## src/logic/ast_pkg.sv

```systemverilog
package ast_pkg;
    // Register addresses on the serial control bus
    localparam logic [7:0] ADDR_CTRL = 8'h10;
    localparam logic [7:0] ADDR_LIVE = 8'h11;
    localparam logic [7:0] ADDR_DOZE = 8'h12;
    localparam logic [7:0] ADDR_WAKE = 8'h13;
    localparam logic [7:0] ADDR_CAPT = 8'h14;
    localparam logic [7:0] ADDR_SLOT_ADJ = 8'h15;
    localparam logic [7:0] ADDR_TICK_ADJ = 8'h16;
    localparam logic [7:0] ADDR_TRIG = 8'h17;
    localparam logic [7:0] ADDR_MAX_NUDGE = 8'h18;
    // Reset values
    localparam logic [7:0] CTRL_RESET = 8'h80;
    localparam logic [15:0] WORD_RESET = 16'h0000;
    // Timer control fields
    localparam int CTRL_PIN_BIT = 7;
    localparam int CTRL_SLEEP_BIT = 2;
    localparam int CTRL_MODE_LSB = 0;
    localparam logic [1:0] MODE_MANUAL = 2'h0;
    localparam logic [1:0] MODE_ACQUIRE = 2'h1;
    localparam logic [1:0] MODE_TRACK = 2'h2;
    // Counter geometry
    localparam int SAMPLE_W = 11;
    localparam int SLOT_W = 12;
    localparam logic [10:0] SAMPLE_LAST = 11'h4ff;
    localparam logic [11:0] SLOT_LAST = 12'h8c9;
    localparam int SLOTS_PER_FRAME = 2250;
    localparam int SAMPLE_RATE_HZ = 48000;
    localparam int REF_HZ_DEFAULT = 2400000;
    // Auto-track window
    localparam logic signed [12:0] TRACK_LO = 13'sh0140;
    localparam logic signed [12:0] TRACK_HI = 13'sh03c0;
    localparam logic signed [12:0] TRACK_MID = 13'sh0280;
    // Capture word layout
    localparam int CAPT_SLOT_LSB = 16;

    typedef struct packed {
        logic wr_en;
        logic rd_en;
        logic [7:0] addr;
        logic [15:0] wdata;
    } ast_bus_req_type;

    typedef struct packed {
        logic rvalid;
        logic [31:0] rdata;
    } ast_bus_rsp_type;
endpackage

```

## src/logic/ast_slot_timer.sv

```systemverilog
`timescale 1ns/1ns
// Summary of operation
// - Sample counter is 11 bits, stepped at 48 kHz from reference clock.
// - Sample counter runs 0 to 1279 then returns to 0.
// - 12-bit slot counter advances when sample counter rolls over.
// - Slot counter runs 0 to 2249 then wraps to 0.
// - Live slot and sample values read together in one 32-bit register.
// - Slot pulse is low for first sample period of every slot.
// - Control bit 7 chooses push-pull (0) or open-drain (1) slot pulse.
// - Control bit 2 enables automatic receive sleep on the single rx_sleep output.
// - Mode field: 00 manual, 01 acquire, 10 track, 11 reserved.
// - With sleep on, receivers doze in inactive slot at doze sample.
// - Receivers wake when sample counter reaches wake sample.
// - Second pulse rising edge captures both counters, upper bits zero.
// - Slot adjustment is added to slot counter with the next applied nudge, or alone at a track-mode trigger point.
// - Sample adjustment applied only in manual and reserved (11) modes, ignored otherwise.
// - Pending adjustments apply when sample counter equals trigger value.
// - After reset both counters free-run from zero unsynchronised.
// - After a nudge both adjustment registers clear; done event fires except on a track nudge with zero slot adjustment.
// - Track mode computes clamped correction at each second pulse.
// - Acquire mode corrects from latched capture then fires done event.
// - Slot counter wraps on nudges; host keeps sample result in range.
module ast_slot_timer #(
    parameter int REF_HZ = ast_pkg::REF_HZ_DEFAULT
) (
    input wire logic clk,
    input wire logic rst_n,
    input wire ast_pkg::ast_bus_req_type bus_req,
    output ast_pkg::ast_bus_rsp_type bus_rsp,
    input wire logic reference_clock_in,
    input wire logic utc_second_pulse_in,
    input wire logic rx_slot_active,
    output logic slot_pulse_n_out_o,
    output logic slot_pulse_n_out_oe,
    output logic rx_sleep,
    output logic nudge_done
);
    localparam int REF_DIV = REF_HZ / ast_pkg::SAMPLE_RATE_HZ;
    localparam int DIV_W = (REF_DIV > 1) ? $clog2(REF_DIV) : 1;
    localparam logic [DIV_W-1:0] DIV_LAST = DIV_W'(REF_DIV - 1);
    if (REF_DIV < 1 || REF_DIV * ast_pkg::SAMPLE_RATE_HZ != REF_HZ) begin : g_bad_ref
        $error("REF_HZ must be a whole multiple of the sample rate");
    end

    // Reference clock sampling and 48 kHz tick
    logic ref_s1_ff, ref_s2_ff, ref_prev_ff, tick_ff;
    logic nxt_ref_s1, nxt_ref_s2, nxt_ref_prev, nxt_tick;
    logic [DIV_W-1:0] div_ff, nxt_div;

    always_comb begin
        nxt_ref_s1 = reference_clock_in;
        nxt_ref_s2 = ref_s1_ff;
        nxt_ref_prev = ref_s2_ff;
        nxt_div = div_ff;
        nxt_tick = 1'b0;
        if (ref_s2_ff && !ref_prev_ff) begin
            if (div_ff == DIV_LAST) begin
                nxt_div = '0;
                nxt_tick = 1'b1;
            end else begin
                nxt_div = div_ff + DIV_W'(1);
            end
        end
    end

    always_ff @(posedge clk) begin
        if (!rst_n) begin
            ref_s1_ff <= 1'b0;
            ref_s2_ff <= 1'b0;
            ref_prev_ff <= 1'b0;
            div_ff <= '0;
            tick_ff <= 1'b0;
        end else begin
            ref_s1_ff <= nxt_ref_s1;
            ref_s2_ff <= nxt_ref_s2;
            ref_prev_ff <= nxt_ref_prev;
            div_ff <= nxt_div;
            tick_ff <= nxt_tick;
        end
    end

    // Second pulse synchroniser
    logic utc_s1_ff, utc_s2_ff, utc_prev_ff;
    logic utc_rise;

    always_ff @(posedge clk) begin
        if (!rst_n) begin
            utc_s1_ff <= 1'b0;
            utc_s2_ff <= 1'b0;
            utc_prev_ff <= 1'b0;
        end else begin
            utc_s1_ff <= utc_second_pulse_in;
            utc_s2_ff <= utc_s1_ff;
            utc_prev_ff <= utc_s2_ff;
        end
    end

    assign utc_rise = utc_s2_ff && !utc_prev_ff;

    // Counters, registers and nudge engine
    logic [10:0] sample_ff, nxt_sample;
    logic [11:0] slot_ff, nxt_slot;
    logic [7:0] ctrl_ff, nxt_ctrl;
    logic [15:0] doze_ff, nxt_doze, wake_ff, nxt_wake, slot_adj_ff, nxt_slot_adj;
    logic [15:0] tick_adj_ff, nxt_tick_adj, trig_ff, nxt_trig, max_ff, nxt_max;
    logic [31:0] capt_ff, nxt_capt;
    logic man_pend_ff, nxt_man_pend, acq_done_ff, nxt_acq_done, trk_pend_ff, nxt_trk_pend;
    logic signed [12:0] trk_corr_ff, nxt_trk_corr;
    logic sleep_ff, nxt_sleep, done_ff, nxt_done, pin_o_ff, nxt_pin_o, pin_oe_ff, nxt_pin_oe;
    ast_pkg::ast_bus_rsp_type rsp_ff, nxt_rsp;

    logic [1:0] mode;
    logic is_acq, is_trk, is_man, trig, apply, slot_apply;
    logic [10:0] sample_inc;
    logic [11:0] slot_inc;
    logic signed [12:0] samp_adj, s_now, corr, max_s;
    logic signed [17:0] slot_sum, slot_mod;

    always_comb begin
        mode = ctrl_ff[ast_pkg::CTRL_MODE_LSB +: 2];
        is_acq = (mode == ast_pkg::MODE_ACQUIRE);
        is_trk = (mode == ast_pkg::MODE_TRACK);
        is_man = !is_acq && !is_trk;
        nxt_ctrl = ctrl_ff;
        nxt_doze = doze_ff;
        nxt_wake = wake_ff;
        nxt_slot_adj = slot_adj_ff;
        nxt_tick_adj = tick_adj_ff;
        nxt_trig = trig_ff;
        nxt_max = max_ff;
        nxt_capt = capt_ff;
        nxt_man_pend = man_pend_ff;
        nxt_acq_done = acq_done_ff && is_acq;
        nxt_trk_pend = trk_pend_ff && is_trk;
        nxt_trk_corr = trk_corr_ff;
        nxt_done = 1'b0;
        nxt_sleep = sleep_ff;
        sample_inc = (sample_ff == ast_pkg::SAMPLE_LAST) ? '0 : sample_ff + 11'h001;
        slot_inc = slot_ff;
        if (sample_ff == ast_pkg::SAMPLE_LAST) begin
            slot_inc = (slot_ff == ast_pkg::SLOT_LAST) ? '0 : slot_ff + 12'h001;
        end
        trig = tick_ff && (sample_ff == trig_ff[ast_pkg::SAMPLE_W-1:0]);
        samp_adj = '0;
        if (is_man) begin
            samp_adj = tick_adj_ff[12:0];
        end else if (is_acq) begin
            samp_adj = -$signed({2'b00, capt_ff[ast_pkg::SAMPLE_W-1:0]});
        end else begin
            samp_adj = trk_corr_ff;
        end
        apply = trig && ((is_man && man_pend_ff) || (is_acq && !acq_done_ff) || (is_trk && trk_pend_ff));
        // slot nudge rides every applied nudge, or alone in track
        slot_apply = apply || (trig && is_trk && slot_adj_ff != '0);
        slot_sum = $signed({6'b000000, slot_inc}) + $signed({{2{slot_adj_ff[15]}}, slot_adj_ff});
        slot_mod = slot_sum % $signed(18'(ast_pkg::SLOTS_PER_FRAME));
        if (slot_mod < 0) begin
            slot_mod = slot_mod + 18'(ast_pkg::SLOTS_PER_FRAME);
        end
        nxt_sample = sample_ff;
        nxt_slot = slot_ff;
        // counters step on the sample tick
        if (tick_ff) begin
            nxt_sample = apply ? 11'($signed({2'b00, sample_inc}) + samp_adj) : sample_inc;
            nxt_slot = slot_apply ? slot_mod[ast_pkg::SLOT_W-1:0] : slot_inc;
        end
        if (slot_apply) begin
            nxt_slot_adj = '0;
            nxt_tick_adj = '0;
            nxt_man_pend = 1'b0;
            nxt_trk_pend = 1'b0;
            nxt_done = is_trk ? (slot_adj_ff != '0) : 1'b1;
            if (is_acq) begin
                nxt_acq_done = 1'b1;
            end
        end
        // track correction at each second pulse
        s_now = $signed({2'b00, sample_ff});
        corr = (s_now >= ast_pkg::TRACK_LO && s_now < ast_pkg::TRACK_HI) ? ast_pkg::TRACK_MID - s_now : -s_now;
        max_s = $signed({2'b00, max_ff[ast_pkg::SAMPLE_W-1:0]});
        if (corr > max_s) begin
            corr = max_s;
        end else if (corr < -max_s) begin
            corr = -max_s;
        end
        if (utc_rise) begin
            nxt_capt = '0;
            nxt_capt[ast_pkg::CAPT_SLOT_LSB +: ast_pkg::SLOT_W] = slot_ff;
            nxt_capt[ast_pkg::SAMPLE_W-1:0] = sample_ff;
            if (is_trk) begin
                nxt_trk_corr = corr;
                nxt_trk_pend = 1'b1;
            end
        end
        if (ctrl_ff[ast_pkg::CTRL_SLEEP_BIT] && tick_ff && !rx_slot_active
            && sample_ff == doze_ff[ast_pkg::SAMPLE_W-1:0]) begin
            nxt_sleep = 1'b1;
        end
        if (tick_ff && sample_ff == wake_ff[ast_pkg::SAMPLE_W-1:0]) begin
            nxt_sleep = 1'b0;
        end
        if (!ctrl_ff[ast_pkg::CTRL_SLEEP_BIT]) begin
            nxt_sleep = 1'b0;
        end
        // Host writes win over same-cycle clears
        if (bus_req.wr_en) begin
            unique case (bus_req.addr)
                ast_pkg::ADDR_CTRL: nxt_ctrl = bus_req.wdata[7:0];
                ast_pkg::ADDR_DOZE: nxt_doze = bus_req.wdata;
                ast_pkg::ADDR_WAKE: nxt_wake = bus_req.wdata;
                ast_pkg::ADDR_SLOT_ADJ: nxt_slot_adj = bus_req.wdata;
                ast_pkg::ADDR_TICK_ADJ: begin
                    nxt_tick_adj = bus_req.wdata;
                    nxt_man_pend = 1'b1;
                end
                ast_pkg::ADDR_TRIG: nxt_trig = bus_req.wdata;
                ast_pkg::ADDR_MAX_NUDGE: nxt_max = bus_req.wdata;
                default: nxt_ctrl = ctrl_ff;
            endcase
        end
        nxt_rsp.rvalid = bus_req.rd_en;
        nxt_rsp.rdata = '0;
        if (bus_req.rd_en && bus_req.addr == ast_pkg::ADDR_LIVE) begin
            nxt_rsp.rdata[ast_pkg::CAPT_SLOT_LSB +: ast_pkg::SLOT_W] = slot_ff;
            nxt_rsp.rdata[ast_pkg::SAMPLE_W-1:0] = sample_ff;
        end else if (bus_req.rd_en && bus_req.addr == ast_pkg::ADDR_CAPT) begin
            nxt_rsp.rdata = capt_ff;
        end
        // pulse during first sample of slot
        if (ctrl_ff[ast_pkg::CTRL_PIN_BIT]) begin
            nxt_pin_o = 1'b0;
            nxt_pin_oe = (nxt_sample == '0);
        end else begin
            nxt_pin_o = (nxt_sample != '0);
            nxt_pin_oe = 1'b1;
        end
    end

    always_ff @(posedge clk) begin
        if (!rst_n) begin
            sample_ff <= '0;
            slot_ff <= '0;
            ctrl_ff <= ast_pkg::CTRL_RESET;
            doze_ff <= ast_pkg::WORD_RESET;
            wake_ff <= ast_pkg::WORD_RESET;
            slot_adj_ff <= ast_pkg::WORD_RESET;
            tick_adj_ff <= ast_pkg::WORD_RESET;
            trig_ff <= ast_pkg::WORD_RESET;
            max_ff <= ast_pkg::WORD_RESET;
            capt_ff <= '0;
            man_pend_ff <= 1'b0;
            acq_done_ff <= 1'b0;
            trk_pend_ff <= 1'b0;
            trk_corr_ff <= '0;
            sleep_ff <= 1'b0;
            done_ff <= 1'b0;
            pin_o_ff <= 1'b0;
            pin_oe_ff <= 1'b0;
            rsp_ff <= '0;
        end else begin
            sample_ff <= nxt_sample;
            slot_ff <= nxt_slot;
            ctrl_ff <= nxt_ctrl;
            doze_ff <= nxt_doze;
            wake_ff <= nxt_wake;
            slot_adj_ff <= nxt_slot_adj;
            tick_adj_ff <= nxt_tick_adj;
            trig_ff <= nxt_trig;
            max_ff <= nxt_max;
            capt_ff <= nxt_capt;
            man_pend_ff <= nxt_man_pend;
            acq_done_ff <= nxt_acq_done;
            trk_pend_ff <= nxt_trk_pend;
            trk_corr_ff <= nxt_trk_corr;
            sleep_ff <= nxt_sleep;
            done_ff <= nxt_done;
            pin_o_ff <= nxt_pin_o;
            pin_oe_ff <= nxt_pin_oe;
            rsp_ff <= nxt_rsp;
        end
    end

    assign bus_rsp = rsp_ff;
    assign slot_pulse_n_out_o = pin_o_ff;
    assign slot_pulse_n_out_oe = pin_oe_ff;
    assign rx_sleep = sleep_ff;
    assign nudge_done = done_ff;
    chk_sample_wrap: assert property (@(posedge clk) disable iff (!rst_n)
        tick_ff && sample_ff == ast_pkg::SAMPLE_LAST && !apply |=> sample_ff == '0)
        else $error("sample counter did not wrap to zero");
    chk_sample_step: assert property (@(posedge clk) disable iff (!rst_n)
        !tick_ff |=> $stable(sample_ff))
        else $error("sample counter moved without a tick");
    chk_slot_range: assert property (@(posedge clk) disable iff (!rst_n)
        slot_ff <= ast_pkg::SLOT_LAST)
        else $error("slot counter out of range");
    chk_slot_advance: assert property (@(posedge clk) disable iff (!rst_n)
        tick_ff && sample_ff != ast_pkg::SAMPLE_LAST && !slot_apply |=> $stable(slot_ff))
        else $error("slot counter moved mid-slot");
    chk_pulse_low: assert property (@(posedge clk) disable iff (!rst_n)
        $past(rst_n) && !$past(ctrl_ff[ast_pkg::CTRL_PIN_BIT]) |-> (slot_pulse_n_out_o == (sample_ff != '0)))
        else $error("slot pulse level wrong");
    chk_open_drain: assert property (@(posedge clk) disable iff (!rst_n)
        $past(rst_n) && $past(ctrl_ff[ast_pkg::CTRL_PIN_BIT])
            |-> !slot_pulse_n_out_o && (slot_pulse_n_out_oe == (sample_ff == '0)))
        else $error("open-drain pin drove high");
    chk_capture_edge: assert property (@(posedge clk) disable iff (!rst_n)
        utc_rise |=> capt_ff == {4'h0, $past(slot_ff), 5'h00, $past(sample_ff)})
        else $error("capture missed second pulse");
    chk_nudge_clear: assert property (@(posedge clk) disable iff (!rst_n)
        slot_apply && !bus_req.wr_en |=> slot_adj_ff == '0 && tick_adj_ff == '0)
        else $error("adjustments not cleared after nudge");
    chk_sleep_gate: assert property (@(posedge clk) disable iff (!rst_n)
        !ctrl_ff[ast_pkg::CTRL_SLEEP_BIT] |=> !rx_sleep)
        else $error("receiver dozing with sleep disabled");
    chk_auto_ignore: assert property (@(posedge clk) disable iff (!rst_n)
        trig && is_trk && !trk_pend_ff |=> sample_ff == $past(sample_inc))
        else $error("sample adjusted without a pending track nudge");
endmodule

```

## config.mk

```make
export PLATFORM = sky130hd
export DESIGN_NAME = ast_slot_timer
export DESIGN_NICKNAME = d
export VERILOG_FILES = /design/src/logic/ast_pkg.sv /design/src/logic/ast_slot_timer.sv
export SDC_FILE = /design/constraint.sdc
export NUM_CORES = 1
export LEC_CHECK = 0
export BUFFER_PORTS_ARGS = -buffer_cell sky130_fd_sc_hd__buf_2
export CAP_MARGIN = 20
export CORE_UTILIZATION = 60
export CTS_CLUSTER_DIAMETER = 30
export DETAILED_ROUTE_END_ITERATION = 8
export GPL_TIMING_DRIVEN = 0
export HOLD_SLACK_MARGIN = 0.08
export PLACE_DENSITY = 0.85
export SLEW_MARGIN = 0
export SYNTH_ARGS = -nofsm -noshare
export SYNTH_HDL_FRONTEND = slang
export SYNTH_SLANG_ARGS = --single-unit
```

## constraint.sdc

```tcl
create_clock -name clk -period 31.3 [get_ports clk]
set_clock_uncertainty 0.05 [all_clocks]
set_input_delay 6.26 -clock clk [delete_from_list [all_inputs] [get_ports clk]]
set_output_delay 6.26 -clock clk [all_outputs]
set_load 0.005 [all_outputs]
```

==> impl_metrics.yaml <==
synthesis:
  synthArstFlopShare: 0
  yosysWarningCount: 0
  synth-edff-count: 0
  syn-cell-area_sq_mm: 0.0146
  synth_flop_cell: "dfxtp_1"
  synth_cells: 1931
  syn_avg_cell_area_sq_um: 7.58
  ys_seq_elements: 176
  ys_types: 107
  ys_seq_area_frac: 0.241
floorplanning:
  die_area_sq_mm: 0.0250
  fp.dieW_microns: 158
  die_h_microns: 158
  ios: 68
  rows: 56
  initial_core_util: 0.618
  core-area_sq_mm: 0.0237
clock_tree:
  clockBufferDepth: 2
  cts_buffers: 17
  clk_pin_slew_ps: 80
  cts-htree-levels: 4
  cts_root_buf: "clkbuf_16"
  cts_tree: "yes"
  clk_latency_ps: 450
  cts_setup_buffers: 0
  cts_sinks: 176
  cts_resized: 0
  hold_buffers: 0
critical_path:
  reg2reg_from: "sample_ff[3]"
  crit_fanout: 10
  cp-start-kind: "flip-flop"
  slowest_stage: "clkbuf_1"
  required_ps: 31570
  slowest_delay_ps: 660
  cp_top_family: "compound AO/OA/AOI/OAI gates"
  critPathArrivalTime_ps: 14610
  timing.rr.end: "slot_ff[10]"
  path_class: "reg -> reg"
  cp-end-kind: "flip-flop"
  path_buf_inv: 5
  ff2ff_path_depth: 51
  cpMostUsedCell: "nor2_1"
  regToRegSetupSlack_ps: 16970
place:
  placed_cells: 2316
  hpwl_microns: 34700
  gp_congestion: 1.03
  port_buffers: 58
worst_hold_path:
  hold_end: "nxt_ref_prev"
  min_path_cells: 1
  holdCritPathClass: "reg -> reg"
  min_from: "nxt_ref_s2"
layout:
  register_area_sq_mm: 0.00352
  final_cells: 2348
  num_antenna_cells: 0
  multi_input_area_sq_mm: 0.0104
  nNetsFinal: 2112
  drive_above_1_share: 0.0912
  fillers: 2063
  syn_to_final_growth_pct: 8.76
run:
  drv_cap: 0
power_and_ir_drop:
  p_leak_nw: 6.00
  fin_total_pwr_w: 0.000471
  power.density_mw_per_mm2: 29.6
  ir_drop_v: 0.0000317
route:
  drtIter0Drc: 1548
  drt_wl_total_microns: 45800
  avgRoutedWirePerCell_microns: 19.5
  viasPerCell: 6.49
  drtPass1Iterations: 7
  route.detailed.drc: 0
  postRouteAntennaNets: 0
  vias: 15200
sta:
  fin_crit_sh: 0.458
  min_period_ps: 14330
  holdWs_ps: 393
  finalSetupViolations: 0
  hold_violations: 0
  fin_tns_setup_ps: 0
  rsz0062_at_grt: "false"
  fmax_mhz: 69.8
  relSlewSlack: 0.340
  worst_pin_slew_ps: 987
  drv_slew: 0
global_routing:
  grt_antenna_before_repair: 0
  grt_max_degree: 18
  grt_pass1_wl_microns: 72300
  grt_pass1_vias: 14000
  grt_usage: 0.367
  grt-ovfl-total: 0
status:
  status: "complete, no violations"
[metrics by stage]
stage	util	area, sq um	setup slack [ps]
floorplan	-	14700	20410
global placement	0.648	15400	17600
detailed placement	0.649	15400	17410
CTS	0.672	15900	17350
global route	0.672	15900	16030
finish	0.672	15900	16970
[synth_stat cells (5+ instances only)]
library cell    n  area [sq um]
nor2_1        208           781
nand2_1       201           754
dfxtp_1       176          3520
a21oi_1       145           726
xnor2_1       105           920
clkbuf_1       83           312
mux2i_1        83           831
o21ai_0        78           390
nand3_1        71           355
ha_1           62           776
inv_1          52           195
nor3_1         46           230
xor2_1         44           385
nand4_1        36           225
a22oi_1        31           233
nor4_1         31           194
nand2b_1       25           156
a31oi_1        23           144
and2_1         23           144
nor2b_1        22           138
o211ai_1       21           158
or3_1          21           131
a21o_1         19           143
o22ai_1        18           113
buf_1          17          63.8
o21a_1         17           128
a211oi_1       14           105
and3_1         14          87.6
buf_2          13          65.1
o31ai_1        13          97.6
o21bai_1       12          90.1
buf_4          11          82.6
o21ai_1        11          55.1
mux2_2          8          90.1
or2_1           8          50.1
a41oi_1         7          61.3
or4_1           7          52.6
a2bb2oi_1       6          52.6
o221ai_1        6          52.6
or2_2           6          37.5
a21oi_2         5          43.8
a311oi_1        5          43.8
nand4b_1        5          43.8
[placed cells by master, fill, tap and decap left out, drive strengths merged, types with 15 or more instances in the layout]
master	count
a21oi	152
inv	61
o21a	17
or3	21
o211ai	23
nand2	201
buf	100
dfxtp	176
o22ai	19
nand4	36
xnor2	109
mux2i	84
o31ai	15
nand2b	25
nor2b	22
ha	62
a22oi	31
a31oi	26
nor3	49
clkbuf	101
and2	23
nand3	72
o21ai	90
xor2	47
a211oi	16
nor2	209
nor4	32
a21o	19
[sequential cells by signal, indices dropped and copies added (netlist names), 4 cells and up]
| signal | flops |
|---|---|
| bus_rsp | 24 |
| capt_ff | 23 |
| ctrl_ff | 4 |
| div_ff | 6 |
| doze_ff | 11 |
| max_ff | 11 |
| sample_ff | 11 |
| slot_adj_ff | 16 |
| slot_ff | 12 |
| tick_adj_ff | 11 |
| trig_ff | 11 |
| trk_corr_ff | 11 |
| wake_ff | 11 |
[report_power, final]
part	internal [W]	leakage (nW)	switching, W
Combinational	0.0000120	4.32	0.0000255
Sequential	0.000225	1.42	0.000000650
Clock	0.000104	0.265	0.000104
[logic make-up after synthesis]
family / after synthesis / share of synthesized area
AOI/OAI and AO/OA: 508 / 0.241
xor gates and xnor gates: 156 / 0.0970
adders and majority gates: 66 / 0.0571
buffers and inverters: 179 / 0.0504
DFF: 176 / 0.241
muxes: 93 / 0.0652
other: 1 / 0.000256
and+or+nand+nor: 752 / 0.249
[worst reg2reg max path, delay by kind of cell (launching register included)]
| kind | cells | cell delay [ps] |
|---|---|---|
| xor+xnor | 3 | 870 |
| compound gates | 21 | 5560 |
| buf+inv | 5 | 1720 |
| mux | 3 | 780 |
| simple gates | 16 | 4000 |
| fa+ha+maj | 3 | 930 |
| flops | 1 | 340 |
[worst max path at each step]
stage	start	endpoint	slack, ps	cells after the start
detailed placement	sample_ff[3]	slot_ff[9]	17410	51
finish	sample_ff[3]	slot_ff[10]	16970	51
global placement	sample_ff[3]	slot_ff[9]	17600	50
floorplan	sample_ff[3]	slot_ff[10]	20410	51
CTS	sample_ff[3]	slot_ff[10]	17350	50
global route	sample_ff[3]	slot_ff[9]	16030	51
[metal layers]
layer	global-route usage	share of wire	up-vias
li1	-	-	7154
met1	0.449	0.40	7137
met2	0.600	0.46	769
met3	0.0693	0.084	175
met4	0.212	0.053	0
met5	0	0	-
[final cells by class]
cell class              instances  area share
well taps                     319      0.0251
multi-input cells            1584       0.654
plain buffers                 125      0.0336
clock buffers                  17      0.0267
repair buffers                 59      0.0186
flip-flops and latches        176       0.221
inverters                      54      0.0127
clock inverters                14     0.00794
Power figures use the tool's default switching activity.
